[src/hw/tap_encoder_pkg.sv]
package tap_encoder_pkg;

   localparam int unsigned TAP_WIDTH       = 7;
   localparam int unsigned BYTE_WIDTH      = 8;
   localparam logic [6:0]  TAP_MAX         = 7'h63;
   localparam logic [6:0]  SEG1_FIRST      = 7'h19;
   localparam logic [6:0]  SEG2_FIRST      = 7'h32;
   localparam logic [6:0]  SEG3_FIRST      = 7'h4B;
   localparam logic [7:0]  SEG1_BASE       = 8'h51;
   localparam logic [7:0]  SEG2_OFFSET     = 8'h0E;
   localparam logic [7:0]  SEG3_BASE       = 8'hC3;
   localparam logic [7:0]  CLAMP_HIGH_BYTE = 8'h60;

   // Recall delay limits, in nanoseconds (times 1000 gives picoseconds), and the clock period in picoseconds.
   localparam int unsigned CLK_PERIOD_PS   = 4000;
   localparam int unsigned RECALL_MIN_US   = 700;
   localparam int unsigned RECALL_TYP_US   = 1000;
   localparam int unsigned RECALL_MAX_US   = 1300;
   localparam int unsigned RECALL_MIN_CYC  = (RECALL_MIN_US * 1000 + CLK_PERIOD_PS - 1)
                                             / CLK_PERIOD_PS;
   localparam int unsigned RECALL_TYP_CYC  = (RECALL_TYP_US * 1000) / CLK_PERIOD_PS;
   localparam int unsigned RECALL_MAX_CYC  = (RECALL_MAX_US * 1000) / CLK_PERIOD_PS;
   localparam int unsigned RECALL_CNT_W    = 20;

   typedef enum logic [1:0] {
      RECALL_IDLE,
      RECALL_WAIT,
      RECALL_DONE
   } recall_state_t;

endpackage

[src/hw/pot_tap_to_wiper_byte_encoder.sv]
// Contract
// - Taps 75 to 99 encode as 195 minus the tap.
// - Taps 50 to 74 encode as the tap plus 14.
// - Taps 25 to 49 encode as 81 minus the tap.
// - Taps 0 to 24 encode as the tap itself.
// - The stored wiper setting returns 0.7 to 1.3 us after the supply passes its threshold; the default delay is RECALL_TYP_CYC, 250 cycles of 4000 ps, or 1 us.
`timescale 1ns/1ps
module pot_tap_to_wiper_byte_encoder
   import tap_encoder_pkg::*;
#(
   parameter int unsigned RECALL_DELAY_CYC = RECALL_TYP_CYC
) (
   input  wire logic                  mclk,
   input  wire logic                  rst,
   input  wire logic [TAP_WIDTH-1:0]  tap_position,
   input  wire logic                  recall_supply_threshold,
   input  wire logic [BYTE_WIDTH-1:0] stored_wiper_byte,
   output logic      [BYTE_WIDTH-1:0] wiper_byte,
   output logic      [BYTE_WIDTH-1:0] hundred_tap_potentiometer,
   output logic                       recall_done
);

   logic [BYTE_WIDTH-1:0]   code;
   logic [BYTE_WIDTH-1:0]   tap_ext;
   logic [BYTE_WIDTH-1:0]   wiper_byte_reg;
   logic [BYTE_WIDTH-1:0]   wiper_byte_next;

   // An unsigned input cannot be negative, so only the high clamp is reachable.
   always_comb begin
      tap_ext = {1'b0, tap_position};
      if (tap_position > TAP_MAX) begin
         code = CLAMP_HIGH_BYTE;
      end else if (tap_position >= SEG3_FIRST) begin
         code = SEG3_BASE - tap_ext;
      end else if (tap_position >= SEG2_FIRST) begin
         code = tap_ext + SEG2_OFFSET;
      end else if (tap_position >= SEG1_FIRST) begin
         code = SEG1_BASE - tap_ext;
      end else begin
         code = tap_ext;
      end
      wiper_byte_next = code;
   end

   always_ff @(posedge mclk) begin
      if (rst) begin
         wiper_byte_reg <= 8'h00;
      end else begin
         wiper_byte_reg <= wiper_byte_next;
      end
   end

   assign wiper_byte = wiper_byte_reg;

   // Power-up recall: wait a fixed delay after the supply rises, then load the wiper once.
   recall_state_t           state_reg;
   recall_state_t           state_next;
   logic [RECALL_CNT_W-1:0] count_reg;
   logic [RECALL_CNT_W-1:0] count_next;
   logic [BYTE_WIDTH-1:0]   pot_reg;
   logic [BYTE_WIDTH-1:0]   pot_next;
   logic                    done_reg;
   logic                    done_next;

   always_comb begin
      state_next = state_reg;
      count_next = count_reg;
      pot_next   = pot_reg;
      done_next  = done_reg;
      case (state_reg)
         RECALL_IDLE: begin
            if (recall_supply_threshold) begin
               state_next = RECALL_WAIT;
               count_next = RECALL_CNT_W'(1);
            end
         end
         RECALL_WAIT: begin
            if (!recall_supply_threshold) begin
               // A supply dip restarts the whole delay.
               state_next = RECALL_IDLE;
               count_next = '0;
            end else if (count_reg >= RECALL_CNT_W'(RECALL_DELAY_CYC - 1)) begin
               state_next = RECALL_DONE;
               pot_next   = stored_wiper_byte;
               done_next  = 1'b1;
            end else begin
               count_next = count_reg + RECALL_CNT_W'(1);
            end
         end
         RECALL_DONE: begin
            if (!recall_supply_threshold) begin
               state_next = RECALL_IDLE;
               count_next = '0;
               done_next  = 1'b0;
            end
         end
         default: begin
            state_next = RECALL_IDLE;
            count_next = '0;
            done_next  = 1'b0;
         end
      endcase
   end

   always_ff @(posedge mclk) begin
      if (rst) begin
         state_reg <= RECALL_IDLE;
         count_reg <= '0;
         pot_reg   <= 8'h00;
         done_reg  <= 1'b0;
      end else begin
         state_reg <= state_next;
         count_reg <= count_next;
         pot_reg   <= pot_next;
         done_reg  <= done_next;
      end
   end

   assign hundred_tap_potentiometer = pot_reg;
   assign recall_done               = done_reg;

endmodule // pot_tap_to_wiper_byte_encoder

[config.mk]
export PLATFORM = sky130hd
export DESIGN_NAME = pot_tap_to_wiper_byte_encoder
export DESIGN_NICKNAME = d
export VERILOG_FILES = /design/src/hw/tap_encoder_pkg.sv /design/src/hw/pot_tap_to_wiper_byte_encoder.sv
export SDC_FILE = /design/constraint.sdc
export NUM_CORES = 1
export LEC_CHECK = 0
export ABC_AREA = 1
export BUFFER_PORTS_ARGS = -buffer_cell sky130_fd_sc_hd__buf_2
export CAP_MARGIN = 20
export CORE_UTILIZATION = 25
export DETAILED_ROUTE_END_ITERATION = 7
export PLACE_DENSITY = 0.47
export SYNTH_ARGS = -nofsm -noshare
export SYNTH_HDL_FRONTEND = slang
export SYNTH_SLANG_ARGS = --single-unit
export TNS_END_PERCENT = 100
[constraint.sdc]
create_clock -name mclk -period 2.8 [get_ports mclk]
set_clock_uncertainty 0.05 [all_clocks]
set_input_delay 0.84 -clock mclk [delete_from_list [all_inputs] [get_ports mclk]]
set_output_delay 0.84 -clock mclk [all_outputs]
set_load 0.02 [all_outputs]
# After elaboration in Yosys (flattened, before gate mapping)
# Cells that the tools add are included.
dict set report classes {
  n_reduce_logical 6
  muxes 18
  order_cmp 5
  bitwise 1
  n_addsub 4
  n_eq_ne 8
}
# operator count
set op_table {}
lappend op_table {{20-bit two-way mux} 4}
lappend op_table {{20-bit case mux with 3 select lines} 1}
lappend op_table {{8-bit two-way mux} 3}
lappend op_table {{20-bit by 1-bit adder with 20-bit output (second input constant)} 1}
lappend op_table {{20-bit by 8-bit greater-or-equal comparator with 1-bit output (second input constant)} 1}
lappend op_table {{3-bit AND reduction} 3}
lappend op_table {{7-bit by 4-bit adder with 8-bit output (second input constant)} 1}
lappend op_table {{2-bit two-way mux} 4}
lappend op_table {{2-bit inequality test (second input constant)} 4}
lappend op_table {{7-bit by 7-bit subtractor with 8-bit output (first input constant)} 1}
lappend op_table {{8-bit by 7-bit subtractor with 8-bit output (first input constant)} 1}
lappend op_table {{7-bit by 5-bit greater-or-equal comparator with 1-bit output (second input constant)} 1}
lappend op_table {{7-bit by 6-bit greater-or-equal comparator with 1-bit output (second input constant)} 1}
lappend op_table {{7-bit greater-or-equal comparator (second input constant)} 1}
lappend op_table {{7-bit greater-than comparator (second input constant)} 1}
lappend op_table {{7-bit two-way mux} 1}
lappend op_table {{3-bit inequality test (second input constant)} 2}
lappend op_table {{2-bit case mux with 3 select lines} 1}
lappend op_table {{4-bit AND reduction} 1}
lappend op_table {{1-bit two-way mux} 3}
lappend op_table {{1-bit case mux with 3 select lines} 1}
lappend op_table {{2-bit by 1-bit == test with 1-bit output (second input constant)} 1}
lappend op_table {{2-bit == test (second input constant)} 1}
lappend op_table {{2-bit logical NOT} 1}
lappend op_table {{2 further kinds} 2}
dict set report word_totals {
  register_bits 39
  input_bits 18
  output_inout_bits 17
}

# Depth between registers and ports, before layout
# Gate-level depths: netlist (run 1).
dict set report logic_depth {
  ltp_word 5
  ltp_mapped 12
}

# Worst setup path after synthesis (run 1)
# Ideal clock, no wire load.
dict set report synth_path {
  path_kind {input to register}
  start {input tap_position[2]}
  end {register wiper_byte_reg[3] (netlist: wiper_byte[3])}
  setup_ns 0.109
  path_buffers 0
  arrival_ns 1.960
  path_slack_ns 0.681
  path_stages 11
  required_time_ns 2.641
  path_cell_list {inv_1 > ha_1 > nand2_1 > nand2_1 > nand2_1 > a21oi_2 > inv_1 > o21ai_0 > inv_1 > nand2_1 > inv_1}
}
dict set report synth_between {
  elab_chain_len 4
  word_cells_on_any_way 11
  cone_classes {add/sub (3); order compare (4); mux (3); reduce/logical (1)}
}
# element line_no
set synth_lines {}
lappend synth_lines {{start: declaration} pot_tap_to_wiper_byte_encoder.sv:15} ;# input wire logic [TAP_WIDTH-1:0] tap_position,
lappend synth_lines {{7-bit by 7-bit subtractor with 8-bit output or 7-bit by 5-bit greater-or-equal comparator with 1-bit output (tied branches)} {pot_tap_to_wiper_byte_encoder.sv:38, pot_tap_to_wiper_byte_encoder.sv:37}}
lappend synth_lines {{8-bit two-way mux} pot_tap_to_wiper_byte_encoder.sv:37} ;# end else if (tap_position >= SEG1_FIRST) begin
lappend synth_lines {{8-bit two-way mux} pot_tap_to_wiper_byte_encoder.sv:35} ;# end else if (tap_position >= SEG2_FIRST) begin
lappend synth_lines {{8-bit two-way mux} pot_tap_to_wiper_byte_encoder.sv:33} ;# end else if (tap_position >= SEG3_FIRST) begin
lappend synth_lines {{end signal: assignment} pot_tap_to_wiper_byte_encoder.sv:49} ;# wiper_byte_reg <= wiper_byte_next;
lappend synth_lines {{end: declaration} pot_tap_to_wiper_byte_encoder.sv:25} ;# logic [BYTE_WIDTH-1:0] wiper_byte_reg;
# Parallel ways exist; a longest one is shown, timed or not.
# A chain may end at the register's enable or synchronous reset.

# Final worst setup path (run 1)
# Same ends and word-level chain as after synthesis.

==> out/metrics.yaml, run 1 <==
status: "complete, no violations"
r2r-start: "count_reg[1]"
period_share_pct: 75.1
synthCells: 305
worstSetupPathType: "in2reg"
netlist_area_um2: 2030
fmax_mhz: 476
ys_ff_latch: 39
cp-end-kind: "flop"
post_cts_buffers: 0
setup_violations: 0
layout_commonest_cell: "nand2_1"
reg2regPathDepth: 10
finalWeightedCongestion: 0.906
die_h_um: 92.2
final_cell_area_um2: 2390
core-area_um2: 7810
worstPathArrival_ns: 2.25
rsz0062_at_grt: "false"
final_cell_mix: "nand2_1 (77), nor2_1 (61), dfxtp_1 (39)"
final_layout_size_suffix_gt1_share_pct: 15.5
grt_pass1_vias: 1846
critical_path_required_ns: 2.95
ant_nets: 0
yosysSeqAreaShare_pct: 38.4
cts_hold_buf: 0
clkTransAtPathRegs_ns: 0.08
max_stage_delay_ns: 0.24
insertion_delay_ns: 0.29
synth.distinct_cells: 27
place_hpwl_mm: 3.58
first_pass_iters: 4
grt.overflow.total: 0
fin_crit_ns: 2.10
wl_met1_mm: 2.35
ioPinCount: 35
crit_chain: "buf_2 -> inv_1 -> ha_1 -> nand2_1 -> nand2_1 -> nand2_1 -> a21oi_2 -> inv_1 -> o21ai_0 -> inv_1 -> nand2_1 -> inv_1"
cp_slowest_cell: "a21oi_2"
cp-start-kind: "primary input"
viasPerCell: 4.38
start_util_pct: 26.0
htreeDepth: 2
hold_viol: 0
reg2reg_to: "count_reg[1]"
place_area_um2: 2300
highest_layer: "met4"
cts_root_buf: "clkbuf_8"
avgSynthCellArea_um2: 6.66
cts_resized: 0
grt_usage_pct: 12.6
portBuffers: 34
grt_max_degree: 22
worst_slew_pin_slew_ns: 0.309
wl_met2_mm: 2.20
relSlewSlack_pct: 79.4
maxCapViolCount: 0
antenna_found_initial: 0
die_w_um: 92.2
clock_path_buffers: 2
nets: 367
ir_drop_mv: 0.147
holdCritPathClass: "reg2reg"
dp.cells: 436
critical_path.max_fanout: 8
min_from: "count_reg[19]"
grt_pass1_wl_mm: 8.50
synth_fp_nets: 331
hold_depth: 2
fp-row-count: 32
holdPathEnd: "count_reg[19]"
routed_wl_mm: 4.82
drt_iter0_drc: 98
numCtsBuffers: 5
area_growth_pct: 17.4
p_leak_nw: 1.13
powerDensity_nw_per_um2: 460
drc: 0
fin_tns_setup_ns: 0
ys_warn_count: 0
via_count: 1945
cts_tree: "built"
die-area_um2: 8490
r2r_slack_ns: 0.92
finalNonFillerCells: 444
finalPower_w: 0.00110
antenna_cells: 0
largest_reg_flops: 20
met3WireLength_um: 153
clock_sinks: 39
drv_slew: 0
routedWlPerCell_um: 10.9
[through the flow]
stage / hold slack (ns) / worst slack (ns) / utilization (%)
2_1_floorplan: 0.367 / 0.681 / -
6_report: 0.390 / 0.698 / 30.6
5_1_grt: 0.405 / 0.504 / 30.6
3_3_place_gp: 0.376 / 0.389 / 29.5
4_1_cts: 0.392 / 0.718 / 30.6
3_5_place_dp: 0.379 / 0.397 / 29.5
[worst max path at each step]
stage | start | end | slack, ns | cells after the start
after global placement | tap_position[2] | wiper_byte[3] | 0.39 | 12
final | tap_position[2] | wiper_byte[3] | 0.70 | 12
after global routing | tap_position[2] | wiper_byte[3] | 0.50 | 12
after CTS | tap_position[2] | wiper_byte[3] | 0.72 | 12
after floorplan | tap_position[2] | wiper_byte[3] | 0.68 | 11
after detailed placement | tap_position[2] | wiper_byte[3] | 0.40 | 12
[per-layer routing]
layer	track usage, %	up-vias
li1	-	1038
met1	16.3	865
met2	19.8	32
met3	2.65	10
met4	6.12	0
met5	0	-
[area by class of cell]
type                            count  area (um^2)
Timing Repair Buffer               37          193
Tap cell                          102          128
Inverter                           35          131
Clock inverter                      1         5.00
Multi-Input combinational cell    223         1070
Sequential cell                    39          781
Clock buffer                        7         76.3
Fill cell                         898         5420
[critical path, delay by kind of cell]
| family | cells | cell delay, ns |
|---|---|---|
| AOI/OAI and AO/OA | 2 | 0.41 |
| adders and majority gates | 1 | 0.22 |
| buffers and inverters | 5 | 0.53 |
| and+or+nand+nor | 4 | 0.25 |
[cell usage after synthesis]
library cell,instances,area (um^2)
dfxtp_1,39,781
nand2_4,1,11.3
nand2_2,1,6.26
nand3_4,1,17.5
nor2_2,1,6.26
clkbuf_1,3,11.3
nand3_1,21,105
nor2_4,1,11.3
o21ai_1,1,5.00
nor2_1,61,229
xor2_1,1,8.76
nand4_1,10,62.6
a21oi_1,11,55.1
o22ai_1,1,6.26
ha_1,8,100
o21bai_1,1,7.51
inv_1,35,131
buf_6,1,11.3
o21ai_0,16,80.1
buf_2,2,10.0
nor3_1,3,15.0
or2_2,1,6.26
buf_4,2,15.0
nand2_1,77,289
nand3b_1,1,7.51
a21oi_2,4,35.0
o211ai_1,1,7.51
[where the power goes]
part | switching, W | total [W] | internal, W
clock | 0.000193 | 0.000368 | 0.000175
combinational | 0.000107 | 0.000158 | 0.0000514
sequential | 0.00000507 | 0.000572 | 0.000566
[logic make-up after synthesis]
kind of cell	share of synthesized area [%]
DFF	38.4
adders and majority gates	4.93
buffers and inverters	8.81
AOI/OAI and AO/OA	9.67
xor gates and xnor gates	0.431
and+or+nand+nor	37.7
(Power assumes the default switching activity.)
==> run 2, diff against run 1 <==
==> constraint.sdc (replaced) <==
create_clock -name mclk -period 2 [get_ports mclk]
set_clock_uncertainty 0.05 [all_clocks]
set_input_delay 0.6 -clock mclk [delete_from_list [all_inputs] [get_ports mclk]]
set_output_delay 0.6 -clock mclk [all_outputs]
set_load 0.02 [all_outputs]
==> run 2 against run 1 <==
First-iteration DRC count up 3.1%. Count of clock-buffer cells in the layout unchanged. Non-clock buffer count up 14. Combinational power up 56%. Critical path type unchanged. Critical endpoint is now wiper_byte[6]. Final cell count up 3.4%. Die area unchanged. Register-to-register slack worse by 0.61 ns. Sequential power up 40%. Critical path depth unchanged. Worst setup slack worse by 0.43 ns. Design area up 5.2%.
==> out/metrics.yaml, run 2 (same netlist as run 1, synthesis figures left out) <==
ioPinCount: 35  # unchanged
ant_nets: 0  # unchanged
grt.overflow.total: 0  # unchanged
clock_sinks: 39  # unchanged
r2r-start: "count_reg[1]"
relSlewSlack_pct: 81.3  # +1.9 points
p_seq_share_pct: 51.4  # -0.7 points
multi_input_area_um2: 1090  # +1.8%
via_count: 2001  # +2.9%
p_leak_nw: 1.19  # +5.5%
p_sw_w: 0.000431  # +41%
hold_ws_ns: 0.388  # -0.00163 ns
regArea_um2: 781  # unchanged
die_w_um: 92.2  # unchanged
worst_slew_pin_slew_ns: 0.280  # -0.0289 ns
p_int_w: 0.00113  # +42%
fp-row-count: 32  # unchanged
clkTransAtPathRegs_ns: 0.07  # about the same
hold_viol: 0  # unchanged
nets: 382  # +4.1%
max_stage_delay_ns: 0.23  # about the same
holdPathEnd: "count_reg[10]"
fmax_mhz: 576
start_util_pct: 26.0  # unchanged
drc: 0  # unchanged
cts_tree: "built"
place_area_um2: 2410  # +4.6%
die-area_um2: 8490  # unchanged
setup_violations: 0  # unchanged
maxCapViolCount: 0  # unchanged
fin_crit_ns: 1.73
rsz0062_at_grt: "false"
period_share_pct: 86.7
crit_chain: "buf_2 -> inv_1 -> ha_1 -> nand2_1 -> nand2_1 -> nand2_1 -> nor2_4 -> inv_1 -> a21oi_1 -> o21ai_1 -> nand2_1 -> nor2_1"
worstSetupPathType: "in2reg"
numCtsBuffers: 5  # unchanged
dp.cells: 450  # +3.2%
clock_path_buffers: 2  # unchanged
final_layout_size_suffix_gt1_share_pct: 19.0  # +3.6 points
cts_root_buf: "clkbuf_8"
clockPowerShare_pct: 32.9  # -0.6 points
grt_pass1_wl_mm: 8.53  # +0.33%
antenna_found_initial: 0  # unchanged
cp-start-kind: "primary input"
finalWeightedCongestion: 0.916  # +1.1%
ir_drop_mv: 0.207  # +41%
finalPower_w: 0.00156  # +42%
antenna_cells: 0  # unchanged
core-area_um2: 7810  # unchanged
cp_common_cell: "nand2_1"
grt_max_degree: 22  # unchanged
reg2regPathDepth: 10  # unchanged
layout_commonest_cell: "nand2_1"
hold_depth: 2  # unchanged
die_h_um: 92.2  # unchanged
grt_usage_pct: 12.6  # about the same
fillerInstances: 905  # +0.78%
critical_path.max_fanout: 5  # -3
grt_pass1_vias: 1874  # +1.5%
final_cell_mix: "nand2_1 (77), nor2_1 (61), dfxtp_1 (39)"
finalNonFillerCells: 459  # +3.4%
cp-end-kind: "flop"
critical_path_required_ns: 2.12  # -0.83 ns
powerDensity_nw_per_um2: 622  # +35%
power_frac_comb_pct: 15.8  # +1.4 points
reg2reg_to: "count_reg[1]"
drt_iter0_drc: 101  # +3.1%
r2r_slack_ns: 0.31  # -0.61 ns
status: "complete, no violations"
final_cell_area_um2: 2510  # +5.2%
post_cts_buffers: 0  # unchanged
portBuffers: 34  # unchanged
routedWlPerCell_um: 11.0  # +1.4%
sw_frac_of_total_pct: 27.6  # -0.16 points
insertion_delay_ns: 0.29  # about the same
holdCritPathClass: "reg2reg"
cp_slowest_cell: "ha_1"
cts_resized: 0  # unchanged
htreeDepth: 2  # unchanged
worstPathArrival_ns: 1.86  # -0.39 ns
first_pass_iters: 5  # +1
routed_wl_mm: 5.05  # +4.8%
area_growth_pct: 23.5
viasPerCell: 4.36  # -0.48%
largest_reg_flops: 20  # unchanged
min_from: "count_reg[10]"
cts_hold_buf: 0  # unchanged
place_hpwl_mm: 3.68  # +2.6%
drv_slew: 0  # unchanged
run 2: changes by cell type in the layout (fill, tap and decap cells not counted), sizes merged:
cell   previous run  this run
buf              37        51
nand3            22        23
run 2: routing by layer:
metal,vias up,GRT usage (%),part of all wire (%)
li1,1068,-,-
met1,884,15.9,48
met2,37,20.8,46
met3,12,2.65,3.6
met4,0,4.95,2.2
met5,-,0,0
run 2: worst max-delay path: cells and delay by family:
kind                       cells  cell delay (ns)
AOI/OAI and AO/OA              2             0.23
buffers and inverters          3             0.31
adders and majority gates      1             0.23
and+or+nand+nor                6             0.48
run 2: final cells by class:
cell class / instances / share of cell area, %
multi-input cells: 224 / 43.5
flip-flops and latches: 39 / 31.1
repair buffers: 51 / 11.9
inverters: 35 / 5.23
well taps: 102 / 5.08
clock buffers: 7 / 3.04
clock inverters: 1 / 0.199
run 2: power groups by stage:
stage | registers [W] | logic, W | clock network (W)
floorplan | 0.000833 | 0.000139 | 0
detailed placement | 0.000819 | 0.000245 | 0
global route | 0.000803 | 0.000277 | 0.000570
global placement | 0.000820 | 0.000247 | 0
CTS | 0.000801 | 0.000246 | 0.000540
finish | 0.000801 | 0.000246 | 0.000513
run 2: how the worst max path moves through the flow:
stage	endpoint	slack [ns]	from
final	wiper_byte[6]	0.27	tap_position[2]
after global routing	count_reg[1]	0.04	count_reg[1]
after CTS	count_reg[1]	0.12	count_reg[1]
after detailed placement	wiper_byte[6]	-0.03	tap_position[2]
after global placement	wiper_byte[3]	0.01	tap_position[2]
after floorplan	wiper_byte[3]	0.12	tap_position[2]
run 2: stage by stage:
stage / utilization, % / worst slack (ns) / setup TNS (ns)
2_1_floorplan: - / 0.121 / 0
3_3_place_gp: 30.9 / 0.0113 / 0
3_5_place_dp: 30.9 / -0.0286 / -0.0336
4_1_cts: 31.9 / 0.125 / 0
5_1_grt: 32.1 / 0.0383 / 0
6_report: 32.1 / 0.265 / 0
